## config.mk

```make
export PLATFORM = sky130hd
export DESIGN_NAME = infrared_port_frontend
export DESIGN_NICKNAME = d
export VERILOG_FILES = /design/src/infrared_port_frontend_pkg.sv /design/src/infrared_port_frontend.sv
export SDC_FILE = /design/constraint.sdc
export NUM_CORES = 1
export LEC_CHECK = 0
export ABC_AREA = 1
export BUFFER_PORTS_ARGS = -buffer_cell sky130_fd_sc_hd__buf_2
export CAP_MARGIN = 20
export CORE_UTILIZATION = 35
export DETAILED_ROUTE_END_ITERATION = 8
export PLACE_DENSITY_LB_ADDON = 0.3
export SLEW_MARGIN = 5
export SYNTH_ARGS = -nofsm -noshare
export SYNTH_HDL_FRONTEND = slang
export SYNTH_SLANG_ARGS = --single-unit
export TNS_END_PERCENT = 50
```

## constraint.sdc

```tcl
create_clock -name i_clk -period 5.9 [get_ports i_clk]
set_input_delay 0.295 -clock i_clk [delete_from_list [all_inputs] [get_ports i_clk]]
set_output_delay 0.295 -clock i_clk [all_outputs]
set_load 0.01 [all_outputs]
```

## src/infrared_port_frontend_pkg.sv

```systemverilog
// Constants for the infrared port front end
package infrared_port_frontend_pkg;
    // Register byte addresses
    localparam logic [7:0] ADDR_CONTROL = 8'h00;
    localparam logic [7:0] ADDR_STATUS = 8'h04;
    localparam logic [7:0] ADDR_TIMEOUT = 8'h08;
    localparam logic [7:0] ADDR_MODE = 8'hf0;
    // Mode register fields
    localparam int MODE_SEL_LO = 0;
    localparam int HALF_DUPLEX_BIT = 2;
    localparam int ROUTE_ALT_BIT = 3;
    localparam int TRISTATE_BIT = 5;
    localparam logic [7:0] MODE_RESET = 8'h00;
    // Control register fields
    localparam int ACTIVATE_BIT = 0;
    localparam int IR_PIN_GPIO_BIT = 1;
    localparam int TX_PIN_SERIAL_BIT = 2;
    localparam int IR_GPIO_OUT_BIT = 3;
    localparam int IR_GPIO_DATA_BIT = 4;
    localparam int TX_GPIO_DATA_BIT = 5;
    localparam int TX_GPIO_POL_BIT = 6;
    localparam logic [6:0] CONTROL_RESET = 7'h00;
    // Timeout register
    localparam logic [6:0] TIMEOUT_RESET = 7'h00;
    localparam logic [6:0] TIMEOUT_MAX = 7'h64;
    // Timing
    localparam int CLK_MHZ = 200;
    localparam int STEP_US = 100;
    localparam int STEP_CYCLES = STEP_US * CLK_MHZ;
    localparam int CARRIER_KHZ = 500;
    localparam int CARRIER_HALF_CYCLES = (CLK_MHZ * 1000) / (2 * CARRIER_KHZ);
    localparam logic [9:0] ASK_HOLD_CYCLES = 10'(4 * CARRIER_HALF_CYCLES);
    localparam logic [3:0] PULSE_TICKS = 4'h3;
    localparam logic [3:0] BIT_TICKS = 4'hf;
    typedef enum logic [1:0] {
        MODE_PLAIN = 2'b00,
        MODE_PULSE = 2'b01,
        MODE_ASK = 2'b10
    } ir_mode_t;
endpackage : infrared_port_frontend_pkg

```

## src/infrared_port_frontend.sv

```systemverilog
// Infrared modulation, half-duplex turnaround and transmit pin control
//
// What this block does
// - Pulse-coded mode runs at bit rates up to 115.2 kbps.
// - Pulse-coded zero is one short pulse at bit start; one sends nothing.
// - Carrier-keyed mode runs at bit rates up to 19.2K baud.
// - Carrier-keyed zero is 500kHz carrier for the whole bit; one sends nothing.
// - In half duplex a turnaround timer starts after last sent bit, blocking receive.
// - Loading another byte restarts the timer after that byte is sent.
// - Byte loaded while receiving waits for timer expiry after receive ends.
// - New start bit during timer restarts timer after that character.
// - Timeout programmable 0 to 10 ms in 100 us steps.
// - After standby reset both transmit pins drive low until enabled.
// - Infrared output pin defaults to infrared transmit function.
// - Infrared output pin low until activate set, then follows infrared transmit when routed to alternate pins.
// - In general-purpose function it follows its data bit when an output.
// - Serial transmit pin defaults to general-purpose output function.
// - Serial transmit pin low until serial function and activate, then transmits.
// - Tristate-select bit floats serial transmit pin regardless of anything else.
// - Tristate survives main supply loss; only standby reset clears it.
// - In general-purpose mode pin high only when exactly one of data and polarity bits is set.
// - Tristate-select bit never affects the infrared output pin.
// - Infrared traffic routes over standard serial pins or alternate infrared pins.
`timescale 1ns/100ps
`default_nettype none
module infrared_port_frontend
    import infrared_port_frontend_pkg::*;
#(
    parameter int STEP_CYC = STEP_CYCLES
) (
    input wire logic i_clk,
    input wire logic i_rst,
    input wire logic i_main_por,
    input wire logic psel,
    input wire logic penable,
    input wire logic pwrite,
    input wire logic [7:0] paddr,
    input wire logic [31:0] pwdata,
    output logic [31:0] prdata,
    output logic pready,
    output logic pslverr,
    input wire logic i_uart_txd,
    input wire logic i_uart_bit_start,
    input wire logic i_uart_tx_busy,
    input wire logic i_uart_rx_busy,
    input wire logic i_baud_tick16,
    output logic o_uart_rxd,
    output logic o_uart_tx_hold,
    input wire logic i_infrared_in_pin,
    input wire logic i_second_serial_rx_pin,
    output logic o_infrared_out_pin,
    output logic o_second_serial_tx_pin,
    output logic o_second_serial_tx_pin_oe
);
    ////////////////////////////////////////////////////////////////////
    // State
    typedef struct packed {
        logic [1:0] por_sync;
        logic [1:0] irin_sync;
        logic [1:0] rxin_sync;
        logic rx_prev;
        logic [7:0] mode;
        logic [6:0] control;
        logic [6:0] timeout;
        logic ready;
        logic slverr;
        logic [31:0] rdata;
        logic [3:0] pulse_cnt;
        logic [8:0] carrier_cnt;
        logic carrier;
        logic [9:0] rx_hold;
        logic [3:0] rx_ticks;
        logic tx_busy_d;
        logic rx_busy_d;
        logic timer_run;
        logic turn_tx;
        logic [20:0] timer_cnt;
        logic [6:0] timer_steps;
        logic irout;
        logic txpin;
        logic txoe;
        logic rxd;
        logic hold;
    } state_t;

    state_t cur_ff;
    state_t nxt_ff;

    ////////////////////////////////////////////////////////////////////
    // Next state
    logic main_rst;
    ir_mode_t ir_mode;
    logic ir_on;
    logic ir_tx;
    logic raw_rx;
    logic ir_rx_seen;
    logic blocked;
    logic timer_done;
    logic [7:0] rd_word;
    logic addr_ok;

    always_comb begin
        nxt_ff = cur_ff;
        main_rst = cur_ff.por_sync[1];
        ir_mode = ir_mode_t'(cur_ff.mode[MODE_SEL_LO +: 2]);
        ir_on = (ir_mode == MODE_PULSE) || (ir_mode == MODE_ASK);
        nxt_ff.por_sync = {cur_ff.por_sync[0], i_main_por};
        nxt_ff.irin_sync = {cur_ff.irin_sync[0], i_infrared_in_pin};
        nxt_ff.rxin_sync = {cur_ff.rxin_sync[0], i_second_serial_rx_pin};

        // Register read mux
        addr_ok = 1'b1;
        rd_word = 8'h00;
        case (paddr)
            ADDR_CONTROL: rd_word = {1'b0, cur_ff.control};
            ADDR_STATUS: rd_word = {4'h0, cur_ff.hold, cur_ff.timer_run,
                                    cur_ff.rx_busy_d, cur_ff.tx_busy_d};
            ADDR_TIMEOUT: rd_word = {1'b0, cur_ff.timeout};
            ADDR_MODE: rd_word = cur_ff.mode;
            default: addr_ok = 1'b0;
        endcase

        // APB slave, one wait-free access phase
        nxt_ff.ready = 1'b0;
        nxt_ff.slverr = 1'b0;
        if (psel && !penable) begin
            nxt_ff.ready = 1'b1;
            nxt_ff.slverr = !addr_ok;
            nxt_ff.rdata = (!pwrite && addr_ok) ? {24'h00_0000, rd_word} : 32'h0000_0000;
        end
        if (psel && penable && cur_ff.ready && pwrite && addr_ok) begin
            case (paddr)
                ADDR_CONTROL: nxt_ff.control = pwdata[6:0];
                ADDR_TIMEOUT: begin
                    nxt_ff.timeout = (pwdata[6:0] > TIMEOUT_MAX) ? TIMEOUT_MAX
                                                                : pwdata[6:0];
                end
                ADDR_MODE: nxt_ff.mode = pwdata[7:0];
                default: nxt_ff.mode = cur_ff.mode;
            endcase
        end
        if (main_rst) begin
            nxt_ff.control = CONTROL_RESET;
            nxt_ff.mode[TRISTATE_BIT - 1:0] = MODE_RESET[TRISTATE_BIT - 1:0];
        end

        // Pulse-coded transmit: short pulse on zero bits
        if (i_uart_bit_start && !i_uart_txd) begin
            nxt_ff.pulse_cnt = PULSE_TICKS;
        end else if (i_baud_tick16 && cur_ff.pulse_cnt != 4'h0) begin
            nxt_ff.pulse_cnt = cur_ff.pulse_cnt - 4'h1;
        end

        // Carrier-keyed transmit: 500kHz square wave
        if (cur_ff.carrier_cnt == 9'(CARRIER_HALF_CYCLES - 1)) begin
            nxt_ff.carrier_cnt = 9'h000;
            nxt_ff.carrier = !cur_ff.carrier;
        end else begin
            nxt_ff.carrier_cnt = cur_ff.carrier_cnt + 9'h001;
        end

        case (ir_mode)
            MODE_PULSE: ir_tx = cur_ff.pulse_cnt != 4'h0;
            MODE_ASK: ir_tx = !i_uart_txd && cur_ff.carrier;
            default: ir_tx = !i_uart_txd;
        endcase

        // Receive decode, pin chosen by routing
        raw_rx = cur_ff.mode[ROUTE_ALT_BIT] ? cur_ff.irin_sync[1]
                                           : cur_ff.rxin_sync[1];
        nxt_ff.rx_prev = raw_rx;
        ir_rx_seen = raw_rx && !cur_ff.rx_prev;
        if (ir_mode == MODE_PULSE) begin
            if (ir_rx_seen) begin
                nxt_ff.rx_ticks = BIT_TICKS;
            end else if (i_baud_tick16 && cur_ff.rx_ticks != 4'h0) begin
                nxt_ff.rx_ticks = cur_ff.rx_ticks - 4'h1;
            end
        end else begin
            nxt_ff.rx_ticks = 4'h0;
        end
        if (ir_mode == MODE_ASK && ir_rx_seen) begin
            nxt_ff.rx_hold = ASK_HOLD_CYCLES;
        end else if (cur_ff.rx_hold != 10'h000) begin
            nxt_ff.rx_hold = cur_ff.rx_hold - 10'h001;
        end

        // Half-duplex turnaround timer
        nxt_ff.tx_busy_d = i_uart_tx_busy;
        nxt_ff.rx_busy_d = i_uart_rx_busy;
        timer_done = cur_ff.timer_steps >= cur_ff.timeout;
        if (i_uart_tx_busy || i_uart_rx_busy) begin
            nxt_ff.timer_run = 1'b0;
            nxt_ff.timer_cnt = 21'h00_0000;
            nxt_ff.timer_steps = 7'h00;
        end else if ((cur_ff.tx_busy_d || cur_ff.rx_busy_d)
                     && cur_ff.mode[HALF_DUPLEX_BIT]) begin
            nxt_ff.timer_run = 1'b1;
            nxt_ff.turn_tx = cur_ff.tx_busy_d;
            nxt_ff.timer_cnt = 21'h00_0000;
            nxt_ff.timer_steps = 7'h00;
        end else if (cur_ff.timer_run) begin
            if (timer_done) begin
                nxt_ff.timer_run = 1'b0;
            end else if (cur_ff.timer_cnt == 21'(STEP_CYC - 1)) begin
                nxt_ff.timer_cnt = 21'h00_0000;
                nxt_ff.timer_steps = cur_ff.timer_steps + 7'h01;
            end else begin
                nxt_ff.timer_cnt = cur_ff.timer_cnt + 21'h00_0001;
            end
        end
        if (!cur_ff.mode[HALF_DUPLEX_BIT]) begin
            nxt_ff.timer_run = 1'b0;
        end
        blocked = cur_ff.mode[HALF_DUPLEX_BIT] && cur_ff.timer_run
                  && cur_ff.turn_tx && !i_uart_rx_busy;
        nxt_ff.hold = cur_ff.mode[HALF_DUPLEX_BIT]
                      && (i_uart_rx_busy || (nxt_ff.timer_run && !nxt_ff.turn_tx
                      && !i_uart_tx_busy));

        // Receive line toward the UART
        if (blocked) begin
            nxt_ff.rxd = 1'b1;
        end else if (ir_mode == MODE_PULSE) begin
            nxt_ff.rxd = !(ir_rx_seen || cur_ff.rx_ticks != 4'h0);
        end else if (ir_mode == MODE_ASK) begin
            nxt_ff.rxd = !(ir_rx_seen || cur_ff.rx_hold != 10'h000);
        end else begin
            nxt_ff.rxd = raw_rx;
        end

        // Infrared output pin: infrared function by default
        if (cur_ff.control[IR_PIN_GPIO_BIT]) begin
            nxt_ff.irout = cur_ff.control[IR_GPIO_OUT_BIT]
                           && cur_ff.control[IR_GPIO_DATA_BIT];
        end else begin
            nxt_ff.irout = cur_ff.control[ACTIVATE_BIT] && cur_ff.mode[ROUTE_ALT_BIT]
                           && ir_on && ir_tx;
        end

        // Serial transmit pin: general-purpose by default
        if (cur_ff.control[TX_PIN_SERIAL_BIT]) begin
            if (!cur_ff.control[ACTIVATE_BIT]) begin
                nxt_ff.txpin = 1'b0;
            end else if (ir_on && !cur_ff.mode[ROUTE_ALT_BIT]) begin
                nxt_ff.txpin = ir_tx;
            end else begin
                nxt_ff.txpin = i_uart_txd;
            end
        end else begin
            nxt_ff.txpin = cur_ff.control[TX_GPIO_DATA_BIT]
                           ^ cur_ff.control[TX_GPIO_POL_BIT];
        end
        nxt_ff.txoe = !nxt_ff.mode[TRISTATE_BIT];
    end

    ////////////////////////////////////////////////////////////////////
    // Registers
    always_ff @(posedge i_clk or posedge i_rst) begin
        if (i_rst) begin
            cur_ff <= '0;
            cur_ff.txoe <= 1'b1;
            cur_ff.rxd <= 1'b1;
            cur_ff.rx_prev <= 1'b0;
        end else begin
            cur_ff <= nxt_ff;
        end
    end

    assign prdata = cur_ff.rdata;
    assign pready = cur_ff.ready;
    assign pslverr = cur_ff.slverr;
    assign o_uart_rxd = cur_ff.rxd;
    assign o_uart_tx_hold = cur_ff.hold;
    assign o_infrared_out_pin = cur_ff.irout;
    assign o_second_serial_tx_pin = cur_ff.txpin;
    assign o_second_serial_tx_pin_oe = cur_ff.txoe;
endmodule : infrared_port_frontend
`default_nettype wire

```

# After elaboration in Yosys (flattened, before gate mapping)
# Index checks and enable logic that the tools add are counted.
[totals] regBits=128 out_inout_bits=39 elab_cells=147
[classes] n_reduce_logical=61 n_lt_le_gt_ge=2 n_mux=40 n_eq_ne=9 bitwise=1 addsub=6
[op_table] op="$mux 28" n=4
[op_table] op="$mux 34" n=1
[op_table] op="$pmux 8 s4" n=1
[op_table] op="$mux 7" n=4
[op_table] op="$logic_and 1x1->1" n=24
[op_table] op="$add 21x1->21 const B" n=1
[op_table] op="$eq 21x15->1 const B" n=1
[op_table] op="$mux 21" n=1
[op_table] op="$mux 10" n=2
[op_table] op="$mux 20" n=1
[op_table] op="$mux 4" n=5
[op_table] op="$mux 1" n=16
[op_table] op="$logic_not 1->1" n=13
[op_table] op="$mux 12" n=1
[op_table] op="$reduce_and 2->1" n=5
[op_table] op="$reduce_bool 10->1" n=1
[op_table] op="$reduce_bool 2->1" n=5
[op_table] op="$sub 10x1->10 const B" n=1
[op_table] op="$add 9x1->9 const B" n=1
[op_table] op="$eq 9x8->1 const B" n=1
[op_table] op="$mux 9" n=1
[op_table] op="$eq 8x3->1 const B" n=1
[op_table] op="$eq 8x4->1 const B" n=1
[op_table] op="$eq 8x8->1 const B" n=1
[op_table] op="18 further kinds" n=26

# Longest topological paths before layout
# Gate-level depths: netlist of the first run.
[depth] word_depth=10 depth_mapped=14 ltp_nobuf=13

# Worst setup path before layout of the first run
# No wires, ideal clock.
[synth_timing] path_kind="reg2reg" from="register cur_ff[7] in the netlist's numbering" to="register cur_ff[26] in the netlist's numbering" path_buffers=1 period_less_slack_ns=1.581 setup_time_ns=0.117 slack_ns=4.319 stages_incl_launch_ff=14 arrival_time_ns=1.464 path_cell_list="dfrtp_1 -> ha_1 -> nand2_1 -> inv_1 -> nand2_1 -> nand2_1 -> nand2_1 -> nand2_1 -> nand2_4 -> buf_6 -> nand2_1 -> nand2_1 -> nand2_1 -> nor2_1"
[synth_between] elab_chain_cells=3
[synth_lines] element="from (decl)" line_no="infrared_port_frontend.sv:86" text="state_t cur_ff;"
[synth_lines] element="from (signal assigned)" line_no="infrared_port_frontend.sv:266" text="cur_ff <= nxt_ff;"
[synth_lines] element="$ge 7x7->1" line_no="infrared_port_frontend.sv:191" text="timer_done = cur_ff.timer_steps >= cur_ff.timeout;"
[synth_lines] element="$ne 3x1->1 (no line)"
[synth_lines] element="$reduce_and 2->1 (no line)"
# No other way between the ends.
# A chain may end at the register's enable or synchronous reset.

# Worst setup path in the final report of the first run
[layout_timing] from="register cur_ff, in the netlist pready" to="register cur_ff[109] in the netlist's numbering"
[layout_between] elab_chain_cells=5
[layout_lines] element="$logic_and 1x1->1 (3 in series)" line_no="infrared_port_frontend.sv:131" text="if (psel && penable && cur_ff.ready && pwrite && addr_ok) begin"
[layout_lines] element="$reduce_bool 2->1 (no line)"
[layout_lines] element="$reduce_and 2->1 (no line)"
# No other way between the ends.

==> results of run 1 <==
==> critical path, stage by stage, from the launching register on <==
cell	delay, ps
dfrtp_1	380
nand4_1	130
clkinv_1	340
a21oi_1	780
o21ai_0	190
==> layer usage <==
metal	vias to the layer above	wire length (um)
met5	-	0
met4	0	148
met2	81	5870
met3	12	496
li1	2489	-
met1	2230	6570
==> power groups by stage <==
| stage | clock (mW) | sequential [mW] | combinational [mW] |
|---|---|---|---|
| after floorplan | 0 | 0.808 | 0.175 |
| after global placement | 0 | 0.815 | 0.206 |
| after detailed placement | 0 | 0.815 | 0.212 |
| after CTS | 0.599 | 0.802 | 0.212 |
| after global routing | 0.626 | 0.809 | 0.244 |
| final | 0.576 | 0.802 | 0.211 |
==> layout make-up <==
type / count / share of cell area [%]
inverters: 102 / 5.86
repair buffers: 46 / 3.83
flip-flops and latches: 104 / 39.5
well taps: 220 / 4.17
clock buffers: 10 / 3.47
multi-input cells: 539 / 42.4
clock inverters: 6 / 0.797
==> cell usage in the layout (no fill, tap or decap), types with 2 or more instances in the layout <==
cell type and count:
nand3_2 7, o21ai_0 47, dfrtp_1 102, a21oi_1 14, nor2_2 5, nor2_4 5, nand2_4 5, nand3_1 59
clkbuf_16 9, o211ai_1 6, inv_1 93, nand4_1 28, clkinv_2 2, a21oi_2 2, o22ai_1 2, nor3_1 9
nand2_2 5, nor3b_1 3, inv_2 6, o21bai_1 2, o21ai_2 6, ha_1 15, nand3b_1 3, nand2_1 185
nor2_8 2, conb_1 24, dfstp_2 2, o21ai_1 9, buf_2 43, inv_8 2, xor2_1 14, nor2_1 72
or2_2 2
==> flip-flops by register name, summed over array words and instances, names as in the netlist <==
register and cells:
o_second_serial_tx_pin_oe 1, cur_ff 89, prdata 8, o_uart_tx_hold 1, o_uart_rxd 1, o_infrared_out_pin 1, o_second_serial_tx_pin 1, pslverr 1
pready 1
==> worst min-delay path by stage <==
stage                            end  slack (ps)  cells after the start
6_report       cur_ff[124]$_DFF_PP0_          40                      1
2_1_floorplan  cur_ff[122]$_DFF_PP0_         330                      0
3_5_place_dp    cur_ff[60]$_DFF_PP0_         310                      2
5_1_grt        cur_ff[124]$_DFF_PP0_          30                      1
4_1_cts        cur_ff[124]$_DFF_PP0_          30                      1
3_3_place_gp    cur_ff[60]$_DFF_PP0_         300                      2
==> through the flow <==
stage	util, %	area [sq um]
2_1_floorplan	-	6100
3_3_place_gp	37.6	6280
3_5_place_dp	37.6	6280
4_1_cts	39.4	6580
5_1_grt	39.5	6600
6_report	39.5	6600
==> what timing repair did <==
action                    in CTS  in global routing
hold buffers                   1                  0
setup buffers                  0                  0
hold endpoints to repair      25                  0
==> cells by family after synthesis <==
group,after synthesis,share of synthesized area (%)
compound gates,91,8.57
xor+xnor,15,2.18
fa+ha+maj,15,3.12
buf+inv,145,11.7
flops,104,43.3
other cells,1,0.0624
simple gates,394,31.1
==> summary.md, run 1 <==
The internal power of the cells totals 1.13 mW. The pin count of the biggest net entering global routing was 80; the time the final worst path needs with I/O delays and setup was 1970 ps. The analysis attributes to cell leakage a power of 3.24 nW. The transition time of the tightest slew-check pin came out at 810 ps. Routability-driven placement finished with a final weighted congestion of 0.850. The logs give 2180 ps for the arrival time at the worst endpoint and 16700 sq um for the area of the placeable core. For the maximum clock skew at final layout, the log shows 8.71 ps.

The run gives 13.3% as the power share of the combinational group. The count of final setup violators came out at 0. Summing all multi-input logic gate instances after layout gives 2790 sq um.

The chip width works out to 133 um. The die area came out at 17700 sq um. The synthesized design spends more area on one cell type than any other, namely dfrtp_1.

The number of inserted diodes was 0; the proportion of layout cells with a drive suffix above 1 was 13.9%. The routed layout has 4812 vias. Once routing completed, OpenROAD measured the worst setup slack at 3930 ps. The tools report the buffer type at the clock tree root as clkbuf_16. Synthesis inferred 104 register bits. The depth of the worst register-to-register path is 4.

The tools report the reg-to-reg endpoint as cur_ff[109]$_DFFE_PP0P_. The power density relative to cell area was 241 nW/um^2. The count of final max-slew check failures is 0, and the number of different library cells in the post-synthesis netlist is 44. Input and output buffers added on the ports amount to 43. STA puts the critical path data required time at 6100 ps. The tools report the wire length of the first global-routing pass as 22000 um. The number of global-route vias before repair was 4415; the number of antenna violations at the first check in global routing was 0.

Overall global routing resource usage: 15.7%. Global routing consumed, on the met1 layer, 22.2% of the routing resources. In this run the core area contains 47 standard-cell rows. Max-cap violations in this run came to 0. Aggregate routed wire length: 13100 um. Of the available clock period, the critical path in the final layout requires 33.4%. The initial cell density of the core was 36.0%; the average detailed-routed wire length per instance was 12.7 um. After global routing the overflow that remains totals 0. TritonCTS built the clock tree. For this run, design rule violations remaining after detail routing come to 0. IR analysis of the VDD net gives a maximum drop of 0.146 mV.

Clock-pin slew was measured on the worst setup and hold paths at 70 ps. By area the synthesized netlist is led by dfrtp_1, nand2_1, inv_1. The number of synthesized flops with an enable pin is 0.

The flow ran to the end, and the final reports show no timing, DRC or antenna violations. The most crowded layer after global routing is met2. The remaining antenna violation count after routing is 0, and the placed cell count is 1009. The critical path ends at cur_ff[109]$_DFFE_PP0P_. The relative slew slack is 46.0%, and the post-placement worst setup slack is 3870 ps. The total clock buffers created by CTS was 9; the number of design-rule violations left by the first detailed-router iteration was 211.

The maximum fanout encountered on the critical timing path is 12, and the register cell area after layout is 2610 sq um. The clock latency at the later pin of the worst-skew pair was 350 ps; the floorplan die height was 133 um. The Yosys warning count was 0; the average footprint of a synthesized cell was 7.86 sq um. Pin placement for this block handled 92 I/O pins.

Relative area change from synthesis to final layout: 9.68%. The clock sink count is 104, and the setup TNS is 0 ps. In this run switching power makes up 28.6% of total power. Primary flip-flop cell chosen by synthesis mapping: dfrtp_1. Most instantiated library cell after synthesis: nand2_1. For the post-cts gate resize count, the log shows 0. After detailed routing, the number of vias per cell comes to 4.69.

The run gives 0 as the hold violation count in the final report. The run gives 42.7 ps as the worst-case hold slack. After technology mapping, the gate count stands at 765. The number of non-filler instances in the completed layout was 1027.

Register-to-register path setup slack: 3930 ps. STA classifies the critical path endpoint as a flip-flop. After layout, the design draws a total of 1.59 mW.

The worst register-to-register path begins at pready$_DFF_PP0_. In the final design database the tool counted 870 nets. The worst setup path is launched from a flip-flop. After synthesis the cells add up to 6010 sq um. Setup repair after global routing left no endpoint under its margin. The pre-antenna-repair detailed-routing pass consisted of 4 iterations.

Ranked by instance count, the synthesized netlist is headed by nand2_1, dfrtp_1, inv_1. The sequential cell area fraction in the yosys report is 43.3%. In this run the biggest area consumer among cell types represents 42.4% of the synthesized area. In this run the power spent charging and discharging nets is 455 uW. The share of synthesized flip-flops with an asynchronous set or reset was 100%; the number of filler cells placed in the layout was 1766. The fraction of power consumed by sequential logic came out at 50.5%. For the number of buffers between clock root and the deepest sink, the log shows 2.

The beginning of the worst hold path is i_infrared_in_pin. The H-tree was split into 3 levels. The type of the worst min-delay path was primary input to flip-flop. The category of the most critical setup path was flip-flop to flip-flop.

The logs give 9760 um for the placed wire-length estimate after detailed placement and 3.41% for the met3 demand-to-capacity share in global routing. The met2 capacity usage during global routing was 24.5%; the highest clock frequency the design can meet was 507 MHz. The source of the critical timing path was pready$_DFF_PP0_.

The part of the power in the clock network was 36.3%.
No activity file was read; power rests on OpenSTA's default activity.
==> run 2, diff against run 1 <==
clock period = 1.9 ns   (was 5.9 ns; I/O delays follow)
==> summary.md, run 2 (synthesized netlist as in run 1, its figures left out) <==
The remaining antenna violation count after routing is 0. The count of final max-slew check failures came out at 0. After floorplanning, the core was divided into 47 placement rows. The run gives 3.41 nW as the standby leakage power.

The cell internal power dissipation is 3.85 mW. The number of design-rule violations left by the first detailed-router iteration is 236, and the power density relative to cell area is 760 nW/um^2. The overall global routing resource usage is 16.6%, and the time the final worst path needs with I/O delays and setup is 1760 ps. After filler insertion, the fill cell instance count of the layout stands at 1729. For the part of the power in the clock network, the log shows 39.9%.

The initial cell density of the core is 36.0%. The tree built by TritonCTS fans out to 104 sinks. Clock latency on the worst-skew pair, taken at its later pin, is 360 ps.

The logs give 0 ps for the setup TNS and 901 for the number of nets in the final layout. The run finished with clean final reports. Met2 capacity usage during global routing: 26.1%. For the pin with the worst max-slew slack, the measured transition is 629 ps.

The weighted congestion at the end of routability-driven global placement was 0.858; the count of buffers inserted at the top-level ports was 43. The chip width is 133 um. In the routed design, unresolved DRC markers number 0. Setup violations remaining at the end of the flow were counted as 0.

STA classifies the critical path endpoint as a flip-flop. The tools report the number of antenna violations at the first check in global routing as 0. The relative area change from synthesis to final layout works out to 15.7%. Of the cells placed in the final design, the portion with a size suffix greater than 1 is 16.6%. The run gives 58.0% as the relative slew slack. The tools report the number of global-route vias before repair as 4700. Register cell area after layout: 2610 sq um.

Data on the critical path arrives at its endpoint at 1980 ps. In the final routed layout, each cell accounts on average for 12.8 um. The type of the worst min-delay path was primary input to flip-flop. The first global-routing pass estimated 23200 um of wire. By startpoint and endpoint, the worst setup path is classified as flip-flop to flip-flop. TritonCTS built the clock tree.

The tools report the highest clock frequency the design can meet as 569 MHz. The maximum fanout encountered on the critical timing path is 15. On the final layout, the worst clock skew is 10.5 ps. After global routing, the most crowded layer is met2. The floorplan die height works out to 133 um.

The kind of start point of the critical path was a flip-flop. For this block, the routed nets add up to 13500 um of wire. Net switching is 27.2% of the power. The tools report the pin count of the biggest net entering global routing as 32. Setup repair after global routing left no endpoint under its margin. The run gives 16700 sq um as the area of the placeable core.

In the finished design, the share of the clock period the worst path needs comes to 92.6%. Leaving out fill and tap cells, the most frequent cells in the layout are nand2_1, dfrtp_1, inv_1. The logs give 0 for the hold violation count in the final report and 9 for the total clock buffers created by CTS. The first-pass iteration count of the detailed router came out at 5. Summing over every cut layer, the via total after detailed routing is 4907. After legalization and detailed placement, the total HPWL measured 10200 um.

Using the TritonRoute via totals, the vias-per-cell ratio works out to 4.64. The largest voltage drop on the vdd net was 0.459 mV; the area of the multi-input gates was 2830 sq um. The clock-pin slew reported for the worst setup and hold paths after clock tree synthesis is 70 ps.

In the global route stage, met3 resource usage came out at 3.79%. The power share of the combinational group came out at 13.0%. The clock passes through at most 2 buffers. The H-tree was split into 3 levels. The fraction of power consumed by sequential logic is 47.1%. Global routing finished with a remaining overflow of 0. 92 I/O pins were placed. At the worst endpoint, the required time is 2120 ps. The die covers 17700 sq um. The buffer type at the clock tree root is clkbuf_16.

Cells fill 41.7% of the core in the end. Number of inserted diodes: 0. Leaving out fill and tap cells, the most frequent cell in the layout is nand2_1. For met1 alone, demand over resource in global routing was 23.1%.

The register with the most flip-flops in the layout has 89 of them. Summed over all nets, the switching power comes to 1.44 mW. Across the run, the number of max-cap violations was 0. Counting flops per register, the top entry is cur_ff.
## run 2: worst max-delay path: stages, from the launching register on
cell and delay [ps]:
dfrtp_2 450, ha_4 270, nand2_1 60, a21oi_1 150
nor2_2 50, nand2_2 110, nand2_4 130, inv_2 240
o21ai_0 150
## run 2: through the flow
stage | setup WS [ps] | instances | hold slack, ps | power (mW) | instance area (sq um)
2_1_floorplan | 319 | 788 | 126 | 3.05 | 6100
3_3_place_gp | 108 | 1028 | 204 | 3.19 | 6450
3_5_place_dp | 97.7 | 1028 | 204 | 3.20 | 6450
4_1_cts | 84.7 | 1054 | 5.45 | 5.35 | 6890
5_1_grt | 14.2 | 1058 | 17.5 | 5.58 | 6960
6_report | 141 | 1058 | 26.3 | 5.29 | 6960
## run 2: power by group through the flow
| stage | clock network (mW) | logic, mW | registers, mW |
|---|---|---|---|
| 6_report | 2.11 | 0.687 | 2.49 |
| 5_1_grt | 2.26 | 0.806 | 2.52 |
| 4_1_cts | 2.17 | 0.690 | 2.49 |
| 3_5_place_dp | 0 | 0.669 | 2.53 |
| 3_3_place_gp | 0 | 0.657 | 2.53 |
| 2_1_floorplan | 0 | 0.543 | 2.51 |
## run 2: worst paths after layout
path	startpoint	to	slack (ps)	cells past startpoint
min in group asynchronous	i_rst	cur_ff[102]$_DFFE_PP0P_	370	3
worst min register to register	cur_ff[126]$_DFF_PP0_	cur_ff[127]$_DFF_PP0_	340	0
max in group asynchronous	i_rst	o_uart_rxd$_DFF_PP1_	930	4
worst min-delay path	pwdata[1]	cur_ff[100]$_DFFE_PP0P_	30	3
worst max-delay path	cur_ff[11]$_DFFE_PP0P_	cur_ff[28]$_DFFE_PP0P_	140	8
worst max register to register	cur_ff[11]$_DFFE_PP0P_	cur_ff[28]$_DFFE_PP0P_	140	8
## run 2: final cells by class
class                           count  area share, %
Clock buffer                       10           3.43
Clock inverter                      6           1.40
Inverter                          102           5.57
Multi-Input combinational cell    540           40.6
Sequential cell                   104           37.5
Tap cell                          220           3.96
Timing Repair Buffer               76           7.55
## run 2: repair_timing
action | in CTS | in global routing
setup endpoints to repair | 0 | 24
buffers inserted | 0 | 3
hold buffers | 10 | 0
endpoints found under the hold margin | 28 | 0
resized for setup | 0 | 5
## run 2: metal layers
metal	share of wire, %	up-vias	routed length, um
li1	-	2555	-
met4	0.49	0	67
met1	50	2263	6750
met3	4.4	4	590
met5	0	-	0
met2	45	85	6140
==> run 3, diff against run 2 <==
CORE_MARGIN = 4   (was not set)
clock period = 1.5 ns   (was 1.9 ns; I/O delays follow)
==> summary.md, run 3 (synthesized netlist as in run 1, its figures left out) <==
Required time at the worst-slack endpoint: 1780 ps. In this run the worst setup path terminates at cur_ff[13]$_DFFE_PP0P_. The number of vias per cell was 4.64. The flow ran to the end, but the final reports show violations. The run gives 0 as the remaining antenna violation count after routing. TritonCTS built the clock tree. Setup repair after global routing could not meet its margin everywhere.

The tightest min-delay check is of the primary input to flip-flop type. The count of buffer and inverter cells on the critical path was 2. In this design, the stage delay of the slowest critical-path cell is 370 ps. The placed cell count came out at 1076. The fraction of power consumed by sequential logic is 48.4%. OpenSTA, run right after detailed placement, puts the worst setup slack at -224 ps. Residual DRC count: 0. Most common cell after layout, fill and taps aside: nand2_1. The net switching share of the total power works out to 29.6%. The checks that failed: negative setup slack. The overall global routing resource usage is 14.8%, and the relative area change from synthesis to final layout is 23.4%.

The run gives 0 as the number of antenna violations at the first check in global routing. For the register-to-register path setup slack, the log shows -180 ps. VDD sags by at most 0.718 mV.

The tools report the global-route congestion overflow total as 0. The number of filler cells placed in the layout came out at 1680. The area of the multi-input gates came out at 2970 sq um. The maximum fanout encountered on the critical timing path works out to 4. Tracing the worst setup path back leads to its startpoint at cur_ff[105]$_DFFE_PP0P_.

The tools report the power share of the combinational group as 15.8%. The tools report the final cell area excluding filler cells as 7420 sq um. Traced cell by cell, the critical path runs through inv_2 > ha_4 > nand2_2 > nand3b_1 > nor2_2 > nand2_4 > buf_6 > nand3b_1 > o22ai_1. The tools report the final worst setup slack as -180 ps. The worst register-to-register path ends at cur_ff[13]$_DFFE_PP0P_.

The tool flagged a number of max-cap violations equal to 0. The share of the clock period used by the worst path after layout was 112%. Based on the critical path, the design can be clocked at up to 595 MHz.

After legalization and detailed placement, the total HPWL measured 10700 um. After the last flow step, the layout net total stands at 951. In this run the critical register-to-register path is launched from cur_ff[105]$_DFFE_PP0P_. The number of gates on the worst path with buffers counted came out at 9.

Once the floorplan was initialized, standard cells occupied 36.0% of the core. In this run the core area contains 47 standard-cell rows. The clock-pin slew reported for the worst setup and hold paths after clock tree synthesis came out at 70 ps. The post-route netlist has 24.5% of its cells at a drive strength greater than 1. Chip width: 139 um. The routed design has 14400 um of wire. Among the stages of the critical path, the cell type that occurs most often is nand3b_1.

The average detailed-routed wire length per instance was 13.0 um; the number of global-route vias before repair was 4813. The count of pins on the block boundary is 92. Data on the critical path arrives at its endpoint at 1960 ps. The standby leakage power came out at 3.61 nW.

The tools report the area of the placeable core as 16700 sq um. The run gives 23600 um as the wire length of the first global-routing pass. The maximum clock skew at final layout came out at 10.4 ps. Worst-case hold slack: 31.5 ps. In the layout the commonest cells are nand2_1, dfrtp_1, inv_1. The run gives 9 as the total clock buffers created by CTS. STA classifies the critical path startpoint as a flip-flop. The clock latency at the later pin of the worst-skew pair is 360 ps, and the hold violation count in the final report is 0. Setup violations remaining at the end of the flow were counted as 29.

The part of the power in the clock network was 35.7%. The number of flip-flops in the largest register is 89. For this block, the initial DRC count from the detailed router was 287. The repair_antennas step left the layout with diodes totalling 0. The setup path with the least slack is of type flip-flop to flip-flop.

Register with the highest flop count: cur_ff. Grouping stages by cell kind, the critical path spends the most delay in simple AND/OR/NAND/NOR gates. The tools report the switching power total as 1.94 mW. The cell internal power dissipation was 4.60 mW. The critical path endpoint category was a flip-flop. The count of cells in the finished layout, fillers not included, comes to 1108. The floorplan die height came out at 139 um.

Power spread over the standard cell area amounts to 880 nW/um^2. The run gives 104 as the clock sink count. Buffer type at the clock tree root: clkbuf_16. For this design, the slowest cell found on the critical path is dfrtp_1.

During placement, the flow inserted port buffers numbering 43. The overall via count from detail_route is 5140, and the first-pass iteration count of the detailed router is 5. The logs give 2610 sq um for the register cell area after layout and 6810 sq um for the instance area after placement. Depth of the worst register-to-register path: 9. In this run the deepest clock path goes through 2 buffers.

Entering global routing, the biggest net connects 88 pins. The logs give 0.875 for the weighted congestion at the end of routability-driven global placement and 19300 sq um for the die area. The run gives 3 as the H-tree depth reported by CTS. The tools report the count of final max-slew check failures as 0. The time the final worst path needs with I/O delays and setup was 1680 ps.
[run 3: worst register-to-register path: cells and delay by family (launching register included)]
family	cells	cell delay (ps)
compound gates	1	160
simple gates	5	660
buf+inv	2	210
fa+ha+maj	1	210
flops	1	370
[run 3: timing repair]
item,in CTS,in global routing
gates resized for setup,10,40
endpoints found under the hold margin,112,0
setup buffers,0,3
pin swaps,8,12
cloned,1,1
setup endpoints to repair,32,51
hold buffers,11,0
[run 3: power groups by stage]
stage                     Sequential (mW)  Combinational, mW  Clock (mW)
after floorplan                      3.18              0.688           0
after global placement               3.20              0.912           0
after detailed placement             3.21              0.941           0
after CTS                            3.15              0.969        2.42
after global routing                 3.19               1.20        2.51
final                                3.16               1.03        2.33
[run 3: worst min path at each step]
stage	endpoint	startpoint	slack [ps]	cells after the start
4_1_cts	cur_ff[102]$_DFFE_PP0P_	pwdata[3]	10	3
3_5_place_dp	cur_ff[41]$_DFFE_PP0P_	i_rst	180	3
2_1_floorplan	cur_ff[122]$_DFF_PP0_	i_second_serial_rx_pin	110	0
3_3_place_gp	cur_ff[41]$_DFFE_PP0P_	i_rst	180	3
6_report	cur_ff[103]$_DFFE_PP0P_	pwdata[4]	30	3
5_1_grt	cur_ff[103]$_DFFE_PP0P_	pwdata[4]	50	3
[run 3: final cells by class]
cell class	instances	area share [%]
Timing Repair Buffer	125	12.0
Multi-Input combinational cell	541	40.0
Clock inverter	6	0.792
Inverter	102	5.34
Clock buffer	10	3.08
Tap cell	220	3.71
Sequential cell	104	35.1
[run 3: through the flow]
stage / setup TNS, ps / power, mW / utilization (%)
floorplan: -1400 / 3.87 / -
global placement: -4480 / 4.11 / 40.8
detailed placement: -4940 / 4.15 / 40.8
CTS: -4000 / 6.54 / 43.4
global route: -6410 / 6.91 / 44.4
finish: -3130 / 6.53 / 44.4
[run 3: per-layer routing]
metal / vias up / track usage (%) / part of all wire [%]
met5: - / 0 / 0
li1: 2654 / - / -
met1: 2373 / 21.2 / 49
met2: 103 / 23.4 / 46
met3: 10 / 2.55 / 3.7
met4: 0 / 3.66 / 1.0
